`config.mk`:
```
export PLATFORM = sky130hd
export DESIGN_NAME = seq_status_regs
export DESIGN_NICKNAME = d
export VERILOG_FILES = /design/src/design/seq_status_pkg.sv /design/src/design/seq_status_regs.sv
export VERILOG_INCLUDE_DIRS = /design/src /design/src/design
export SDC_FILE = /design/constraint.sdc
export NUM_CORES = 1
export LEC_CHECK = 0
export ABC_AREA = 1
export ABC_CLOCK_PERIOD_IN_PS = 3000
export BUFFER_PORTS_ARGS = -buffer_cell sky130_fd_sc_hd__buf_2
export CAP_MARGIN = 30
export CORE_ASPECT_RATIO = 0.5
export CORE_MARGIN = 5
export CORE_UTILIZATION = 50
export CTS_CLUSTER_SIZE = 30
export DETAILED_ROUTE_END_ITERATION = 10
export PLACE_DENSITY_LB_ADDON = 0.08
export SETUP_SLACK_MARGIN = 0.05
export SKIP_CTS_REPAIR_TIMING = 1
export SLEW_MARGIN = 10
export SYNTH_ARGS = -nofsm -noshare
export SYNTH_HDL_FRONTEND = slang
export SYNTH_SLANG_ARGS = --single-unit
```
`constraint.sdc`:
```
create_clock -name clock_i -period 3 [get_ports clock_i]
set_clock_uncertainty 0.1 [all_clocks]
set_input_delay 0.3 -clock clock_i [delete_from_list [all_inputs] [get_ports clock_i]]
set_output_delay 0.3 -clock clock_i [all_outputs]
set_load 0.01 [all_outputs]
```
`src/design/seq_status_map.svh`:
```
// Purpose: offsets, bit positions and timing counts of the status bank
// Assumes: byte-wide registers on a plain port, index addressing
// Notes: definitions only
`ifndef SEQ_STATUS_MAP_SVH
`define SEQ_STATUS_MAP_SVH
`define ADDR_DMA_EXT_CTRL 8'h23
`define ADDR_SEQ_STATUS 8'h10
`define ADDR_EXT_STATUS 8'h11
`define ADDR_STATE_RETRY 8'h12
`define ADDR_ID_FIFTH 8'h13
`define ADDR_ID_HDR0 8'h14
`define ADDR_ID_HDR3 8'h17
`define ADDR_ID_HDR_BASE 8'h14
`define ADDR_DMA_BANK0 8'h40
`define ADDR_DMA_BANK1 8'h41
`define ADDR_CTRL_MISC 8'h42
`define BIT_BANK_CNT_CH0 3
`define BIT_BANK_CNT_CH1 7
`define BIT_PARITY_EN 4
`define BIT_DSYNC_TO_EN 7
`define BIT_DSYNC_SHORT 6
`define BIT_FLAG_BYTE_MODE 2
`define BIT_SEQ_INT_EN 7
`define SEQ_STATUS_PRESET 8'h71
`define SEQ_STATUS_PRESET_MASK 8'h7F
`define EXT_OR_MASK 8'h1F
`define DSYNC_LONG_BITS 16'h0200
`define DSYNC_SHORT_BITS 16'h0020
`define BYTE_TIME_BITS 16'h0008
`endif

```
`src/design/seq_status_pkg.sv`:
```
// Purpose: shared types of the status bank
// Assumes: header holds all numbers
// Notes: none
package seq_status_pkg;
    typedef struct packed {
        logic [7:0] addr;
        logic [7:0] wdata;
        logic wr;
        logic rd;
    } reg_req_t;
    typedef struct packed {
        logic busy;
        logic data_ecc_err;
        logic data_sync_err;
        logic verify_err;
        logic id_ecc_err;
        logic id_sync_err;
        logic id_match;
        logic id_mismatch;
        logic id_sync_ok;
        logic index_timeout;
        logic cmd_start;
        logic cmd_abort;
        logic cmd_verify;
        logic cmd_rw;
        logic cmd_read;
        logic data_sync_seen;
        logic wait_data_sync;
        logic id_byte_valid;
        logic [2:0] id_byte_idx;
        logic [7:0] id_byte;
        logic mem_parity_err;
    } seq_event_t;
endpackage

```
`src/design/seq_status_regs.sv`:
```
// Purpose: status, readback and bank counters of the disk sequencer
// Assumes: sequencer events are synchronous to clock_i; disk pulses are not
// Notes: assertions inline; bit times counted by bit_tick_i
//
// Added by the designer: the address-and-strobe port and the register offsets.
`timescale 1ns/100ps
`include "seq_status_map.svh"
module seq_status_regs (
    input wire logic clock_i,
    input wire logic rstn_i,
    input wire logic [7:0] addr_i,
    input wire logic [7:0] wdata_i,
    input wire logic wr_i,
    input wire logic rd_i,
    output logic [7:0] rdata_o,
    input wire seq_status_pkg::seq_event_t ev_i,
    input wire logic [3:0] seq_state_i,
    input wire logic [3:0] retry_count_i,
    input wire logic bit_tick_i,
    input wire logic sector_pin_i,
    input wire logic index_pin_i,
    input wire logic chan0_dma_request_i,
    input wire logic chan0_dma_acknowledge_i,
    input wire logic port_access_i,
    input wire logic [15:0] ch0_addr_i,
    input wire logic [15:0] ch1_addr_i,
    output logic [3:0] ch0_bank_o,
    output logic [3:0] ch1_bank_o,
    output logic sequencer_interrupt_o
);
    // ------------------------------------------------------------------
    // register bus
    // ------------------------------------------------------------------
    seq_status_pkg::reg_req_t req;
    logic [7:0] dma_ext_q, misc_q, seq_q, ext_q, fifth_q, rdata_q;
    logic [7:0] id_q [4];
    logic [3:0] bank0_q, bank1_q;
    logic [15:0] a0_q, a1_q;
    logic int_q, busy_q;
    logic [1:0] sec_s, idx_s;
    logic sec_d1, idx_d1;
    logic [15:0] dsync_cnt_q, ack_cnt_q;
    logic ack_wait_q, port_wait_q;
    logic parity_en, flag_byte_mode, int_en;
    logic cmd_preset, status_rd;
    logic [7:0] seq_rd;

    assign req = '{addr: addr_i, wdata: wdata_i, wr: wr_i, rd: rd_i};
    // misc ctrl: parity enable, sync timeout enable/length, flag mode, int
    assign parity_en = misc_q[`BIT_PARITY_EN];
    assign flag_byte_mode = misc_q[`BIT_FLAG_BYTE_MODE];
    assign int_en = misc_q[`BIT_SEQ_INT_EN];
    assign cmd_preset = ev_i.cmd_start && !ev_i.cmd_abort;
    assign status_rd = req.rd && req.addr == `ADDR_SEQ_STATUS;
    assign seq_rd = {|(ext_q & `EXT_OR_MASK), seq_q[6:0]};

    // write side: control registers
    always_ff @(posedge clock_i or negedge rstn_i) begin
        if (!rstn_i) begin
            dma_ext_q <= 8'h00;
            misc_q <= 8'h00;
        end else if (req.wr) begin
            if (req.addr == `ADDR_DMA_EXT_CTRL) begin
                dma_ext_q <= req.wdata & 8'hBB; // bits 2 and 6 reserved
            end
            if (req.addr == `ADDR_CTRL_MISC) begin
                misc_q <= req.wdata;
            end
        end
    end

    // read data one cycle after the strobe; unmapped reads give zero
    always_ff @(posedge clock_i or negedge rstn_i) begin
        if (!rstn_i) begin
            rdata_q <= 8'h00;
        end else if (req.rd) begin
            case (req.addr)
                `ADDR_SEQ_STATUS: rdata_q <= seq_rd;
                `ADDR_EXT_STATUS: rdata_q <= ext_q;
                `ADDR_STATE_RETRY: begin
                    rdata_q <= {seq_state_i, retry_count_i};
                end
                `ADDR_ID_FIFTH: rdata_q <= fifth_q;
                `ADDR_DMA_BANK0: rdata_q <= {4'h0, bank0_q};
                `ADDR_DMA_BANK1: rdata_q <= {4'h0, bank1_q};
                `ADDR_CTRL_MISC: rdata_q <= misc_q;
                default: begin
                    if (req.addr >= `ADDR_ID_HDR0 &&
                        req.addr <= `ADDR_ID_HDR3) begin
                        rdata_q <= id_q[req.addr[1:0]];
                    end else begin
                        rdata_q <= 8'h00;
                    end
                end
            endcase
        end else begin
            rdata_q <= 8'h00;
        end
    end
    assign rdata_o = rdata_q;
    // state nibble passes raw: the reader must debounce it

    // ------------------------------------------------------------------
    // bank counters
    // ------------------------------------------------------------------
    // wrap seen as previous FFFF and now 0000
    function automatic logic wrapped(input logic [15:0] prev,
                                     input logic [15:0] now);
        wrapped = prev == 16'hFFFF && now == 16'h0000;
    endfunction

    always_ff @(posedge clock_i or negedge rstn_i) begin
        if (!rstn_i) begin
            bank0_q <= 4'h0;
            bank1_q <= 4'h0;
            a0_q <= 16'h0000;
            a1_q <= 16'h0000;
        end else begin
            a0_q <= ch0_addr_i;
            a1_q <= ch1_addr_i;
            if (req.wr && req.addr == `ADDR_DMA_BANK0) begin
                bank0_q <= req.wdata[3:0];
            end else if (dma_ext_q[`BIT_BANK_CNT_CH0] &&
                         wrapped(a0_q, ch0_addr_i)) begin
                bank0_q <= bank0_q + 4'h1;
            end
            if (req.wr && req.addr == `ADDR_DMA_BANK1) begin
                bank1_q <= req.wdata[3:0];
            end else if (dma_ext_q[`BIT_BANK_CNT_CH1] &&
                         wrapped(a1_q, ch1_addr_i)) begin
                bank1_q <= bank1_q + 4'h1;
            end
        end
    end
    assign ch0_bank_o = bank0_q;
    assign ch1_bank_o = bank1_q;

    // ------------------------------------------------------------------
    // sequencer status
    // ------------------------------------------------------------------
    // events are applied after the preset so a same-cycle error survives
    always_ff @(posedge clock_i or negedge rstn_i) begin
        if (!rstn_i) begin
            seq_q <= 8'h00;
        end else begin
            if (cmd_preset) begin
                seq_q <= (seq_q & ~`SEQ_STATUS_PRESET_MASK) |
                         `SEQ_STATUS_PRESET;
            end
            seq_q[0] <= ev_i.busy || cmd_preset;
            if (ev_i.cmd_read && ev_i.data_ecc_err) begin
                seq_q[1] <= 1'b1;
            end
            if (ev_i.data_sync_err) begin
                seq_q[2] <= 1'b1;
            end
            if (ev_i.cmd_verify && (ev_i.data_ecc_err ||
                ev_i.data_sync_err || ev_i.id_ecc_err ||
                ev_i.id_sync_err || ev_i.id_mismatch)) begin
                seq_q[3] <= 1'b1;
            end
            if (ev_i.id_ecc_err) begin
                seq_q[4] <= 1'b1;
            end
            if (ev_i.cmd_rw && ev_i.id_sync_err) begin
                seq_q[5] <= 1'b1;
            end
            if (ev_i.id_mismatch) begin
                seq_q[6] <= 1'b1;
            end else if (ev_i.id_match) begin
                seq_q[6] <= 1'b0;
            end
        end
    end

    // interrupt on busy falling; the fall wins over a same-cycle read
    always_ff @(posedge clock_i or negedge rstn_i) begin
        if (!rstn_i) begin
            busy_q <= 1'b0;
            int_q <= 1'b0;
        end else begin
            busy_q <= seq_q[0];
            if (int_en && busy_q && !seq_q[0]) begin
                int_q <= 1'b1;
            end else if (status_rd) begin
                int_q <= 1'b0;
            end
        end
    end
    assign sequencer_interrupt_o = int_q;

    // ------------------------------------------------------------------
    // disk pulse synchronisers
    // ------------------------------------------------------------------
    always_ff @(posedge clock_i or negedge rstn_i) begin
        if (!rstn_i) begin
            sec_s <= 2'b00;
            idx_s <= 2'b00;
            sec_d1 <= 1'b0;
            idx_d1 <= 1'b0;
        end else begin
            sec_s <= {sec_s[0], sector_pin_i};
            idx_s <= {idx_s[0], index_pin_i};
            sec_d1 <= sec_s[1];
            idx_d1 <= idx_s[1];
        end
    end

    // ------------------------------------------------------------------
    // dma response watchdogs
    // ------------------------------------------------------------------
    // a request not acknowledged within one byte time of bit ticks
    always_ff @(posedge clock_i or negedge rstn_i) begin
        if (!rstn_i) begin
            ack_wait_q <= 1'b0;
            ack_cnt_q <= 16'h0000;
            port_wait_q <= 1'b0;
        end else begin
            if (chan0_dma_acknowledge_i || !chan0_dma_request_i) begin
                ack_wait_q <= 1'b0;
                ack_cnt_q <= 16'h0000;
            end else if (!port_wait_q && !port_access_i) begin
                ack_wait_q <= 1'b1;
                if (bit_tick_i && ack_cnt_q != `BYTE_TIME_BITS) begin
                    ack_cnt_q <= ack_cnt_q + 16'h0001;
                end
            end
            // port-access request: missing ack by the next access is a miss
            if (port_access_i) begin
                port_wait_q <= 1'b1;
            end else if (chan0_dma_acknowledge_i) begin
                port_wait_q <= 1'b0;
            end
        end
    end

    // data sync timeout counter in bit times
    always_ff @(posedge clock_i or negedge rstn_i) begin
        if (!rstn_i) begin
            dsync_cnt_q <= 16'h0000;
        end else if (!ev_i.wait_data_sync || ev_i.data_sync_seen) begin
            dsync_cnt_q <= 16'h0000;
        end else if (bit_tick_i && dsync_cnt_q != 16'hFFFF) begin
            dsync_cnt_q <= dsync_cnt_q + 16'h0001;
        end
    end

    // ------------------------------------------------------------------
    // extended status
    // ------------------------------------------------------------------
    logic drive_overrun, micro_overrun, dsync_to;
    logic [15:0] dsync_limit;
    assign drive_overrun = ack_wait_q && ack_cnt_q == `BYTE_TIME_BITS;
    assign micro_overrun = port_wait_q && port_access_i;
    assign dsync_limit = misc_q[`BIT_DSYNC_SHORT] ? `DSYNC_SHORT_BITS :
                         `DSYNC_LONG_BITS;
    assign dsync_to = misc_q[`BIT_DSYNC_TO_EN] && ev_i.cmd_read &&
                      ev_i.wait_data_sync && dsync_cnt_q >= dsync_limit;

    // sets applied after preset and clears so events are never lost
    always_ff @(posedge clock_i or negedge rstn_i) begin
        if (!rstn_i) begin
            ext_q <= 8'h00;
        end else begin
            if (ev_i.cmd_start) begin
                ext_q[2] <= 1'b0;
                ext_q[4] <= 1'b0;
                ext_q[5] <= 1'b1;
            end else if (ev_i.id_sync_ok && ev_i.id_byte_valid &&
                         ev_i.id_byte_idx == 3'd4) begin
                ext_q[5] <= 1'b0;
            end
            if (parity_en) begin
                if (drive_overrun || micro_overrun) begin
                    ext_q[0] <= 1'b1;
                end
                if (ev_i.mem_parity_err) begin
                    ext_q[1] <= 1'b1;
                end
            end else begin
                if (drive_overrun) begin
                    ext_q[0] <= 1'b1;
                end
                if (micro_overrun) begin
                    ext_q[1] <= 1'b1;
                end
            end
            if (ev_i.index_timeout) begin
                ext_q[2] <= 1'b1;
            end
            if (ev_i.cmd_rw && ev_i.id_match &&
                (flag_byte_mode ? fifth_q != 8'h00 :
                 id_q[2][7:4] != 4'h0)) begin
                ext_q[3] <= 1'b1;
            end
            if (dsync_to) begin
                ext_q[4] <= 1'b1;
            end
            if (sec_s[1] && !sec_d1) begin
                ext_q[6] <= 1'b1;
            end else if (req.rd && req.addr == `ADDR_EXT_STATUS) begin
                ext_q[6] <= 1'b0;
            end
            if (idx_s[1] && !idx_d1) begin
                ext_q[7] <= 1'b1;
            end else if (req.rd && req.addr == `ADDR_EXT_STATUS) begin
                ext_q[7] <= 1'b0;
            end
        end
    end

    // ------------------------------------------------------------------
    // ID capture
    // ------------------------------------------------------------------
    // loaded on valid sync whatever the check result; byte 4 is fifth
    always_ff @(posedge clock_i or negedge rstn_i) begin
        if (!rstn_i) begin
            for (int i = 0; i < 4; i++) begin
                id_q[i] <= 8'h00;
            end
            fifth_q <= 8'h00;
        end else if (ev_i.id_sync_ok && ev_i.id_byte_valid) begin
            if (ev_i.id_byte_idx == 3'd4) begin
                fifth_q <= ev_i.id_byte;
            end else if (ev_i.id_byte_idx < 3'd4) begin
                id_q[ev_i.id_byte_idx[1:0]] <= ev_i.id_byte;
            end
        end
    end
endmodule

```
==> impl_metrics.tcl <==
set metrics [dict create \
    status "finished, final reports clean" \
    die_w_um 187 \
    cp.required_ns 3.20 \
    holdPathStages 2 \
    slew_headroom 0.579 \
    n_antenna_cell 0 \
    synth_top_family_by_area "simple AND/OR/NAND/NOR gates" \
    io_pins 113 \
    grt_pass1_vias 6470 \
    clk_pin_slew_ns 0.06 \
    drv_slew 0 \
    antenna_found_initial 0 \
    pre_cts_ws_ns 0.912 \
    yosys_most_used_dff "dfrtp_1" \
    synth_seq_cells 155 \
    overflow 0 \
    syn-num-nets 1078 \
    min_period_ns 2.08 \
    post_drt_wl_per_cell_um 15.0 \
    peakVddDrop_v 0.000461 \
    setup_tns_ns 0 \
    gp_congestion 0.885 \
    cts.path.max_buffers 2 \
    r2r_slack_ns 0.92 \
    drt-initial-drc-count 556 \
    grt_pass1_wl_um 32700 \
    die_h_um 98.4 \
    critPathLaunchType "flip-flop" \
    hp-class "primary input to flip-flop" \
    routed_wl_um 20200 \
    cts-root-buf "clkbuf_16" \
    reg2reg_depth 9 \
    layout.cells.non_filler 1345 \
    synthesis.area_sq_um 7820 \
    worst_slack_ns 0.921 \
    power_leakage_nw 4.87 \
    nFillCells 1315 \
    synthMuxAreaShare 0.00432 \
    avgSynthCellArea_sq_um 8.03 \
    initial_core_util 0.509 \
    synth_edf_count 0 \
    fmax_mhz 481 \
    hpwl_um 14300 \
    final_common_cell "nand2_1" \
    finalSetupViolCount 0 \
    synthCells 974 \
    timing.rr.start "ack_cnt_q[0]" \
    ant_nets 0 \
    rows 32 \
    post-route-cell-area_sq_um 9620 \
    cts_buffers 17 \
    clock-sinks 155 \
    placed_cells 1270 \
    yosys_warnings 0 \
    fin_util 0.626 \
    clk_latency_ns 0.42 \
    seq_area_frac_synth 0.496 \
    grt_usage 0.219 \
    p_per_area_nw_per_um2 534 \
    synth-xor-area-share 0.0157 \
    hold_violations 0 \
    drive_gt1_frac 0.174 \
    nNetsFinal 1232 \
    h-tree-depth 4 \
    dieArea_sq_um 18400 \
    rsz0062_at_grt "no" \
    dpl_cell_area_sq_um 8560 \
    hp-start "chan0_dma_acknowledge_i" \
    async_flop_share 1.00 \
    portBuffers 111 \
    synth-adder-area-share 0.0128 \
    maxCapViolCount 0 \
    tightest_slew_ns 0.628 \
    grt_max_degree 52 \
    critPathArrivalTime_ns 2.28 \
    fin_crit_sh 0.693 \
    cts_tree "done" \
    vias 6872 \
    drc 0 \
    critPathKind "flip-flop to flip-flop" \
    first_pass_iters 5 \
    worstReg2RegEnd "ack_cnt_q[1]" \
    cp_max_fo 13 \
    synthSimpleGateAreaFrac 0.337 \
    synth_compound_gate_area_share 0.0645 \
    end_kind "flip-flop" \
    layout_common_cells "251 x nand2_1, 155 x dfrtp_1, 134 x nand3_1" \
    area_growth_pct 23.0 \
    core_area_sq_um 15400 \
    holdPathEnd "port_wait_q" \
    viasPerCell 5.11 \
    yosysUniqueCellTypes 37 \
]
cell usage after synthesis, types with 11 or more instances:
library cell,number,share of area
nand2_1,251,0.12
nor2_1,101,0.048
xor2_1,12,0.013
inv_1,91,0.044
nand4_1,35,0.028
dfrtp_1,155,0.50
nand3_1,134,0.086
o21ai_1,16,0.010
nor2_4,11,0.016
o21ai_0,68,0.044
area by class of cell:
cell class                      count  area (sq um)  area share
Sequential cell                   155          3880       0.403
Multi-Input combinational cell    692          3400       0.353
Timing Repair Buffer              161          1060       0.110
Clock buffer                       18           439      0.0456
Inverter                          101           400      0.0416
Tap cell                          204           255      0.0265
Clock inverter                     14           193      0.0200
cell families after synthesis:
kind of cell,count (synthesis)
xor+xnor,14
flops,155
buf+inv,127
compound gates,97
fa+ha+maj,8
simple gates,570
mux,3
metal layers:
metal  global-route usage  share of wire
met1                0.315           0.49
met2                0.338           0.45
met3               0.0502          0.051
met4               0.0591          0.014
met5                    0              0
power by group:
| part | internal [mW] | switching (mW) |
|---|---|---|
| registers | 2.25 | 0.0999 |
| logic | 0.200 | 0.277 |
| clock network | 1.37 | 0.942 |
| total | 3.82 | 1.32 |
how the worst max path moves through the flow:
stage          cells after the start              to      startpoint
6_report                           9    ack_cnt_q[1]    ack_cnt_q[0]
4_1_cts                            9    ack_cnt_q[1]    ack_cnt_q[0]
5_1_grt                            9    ack_cnt_q[1]    ack_cnt_q[0]
2_1_floorplan                      9  dsync_cnt_q[4]  dsync_cnt_q[0]
3_3_place_gp                       9   ch1_bank_o[0]       addr_i[1]
3_5_place_dp                      11      rdata_o[5]       addr_i[4]
critical path, cell delays in order (launching register included):
cell	delay, ns
dfrtp_1	0.40
inv_1	0.09
ha_1	0.14
nand3_1	0.10
nor2_1	0.17
nand2_1	0.07
nand2_1	0.34
inv_1	0.33
nand3_1	0.14
o21ai_0	0.09
metrics by stage:
stage	total power [mW]	hold WS, ns
after global routing	5.37	0.00772
after detailed placement	2.82	0.179
after CTS	5.14	-0.272
final	5.13	0.00326
after global placement	2.80	0.171
after floorplan	2.60	-0.0956
sequential cells by signal, indices dropped and copies added, names as in the netlist, 4 cells and up:
name,count
ack_cnt_q,16
ch1_bank_o,4
dsync_cnt_q,16
a1_q,16
ext_q,8
seq_q,7
a0_q,16
rdata_o,8
fifth_q,8
ch0_bank_o,4
id_q,32
misc_q,8
(Power assumes the default switching activity.)
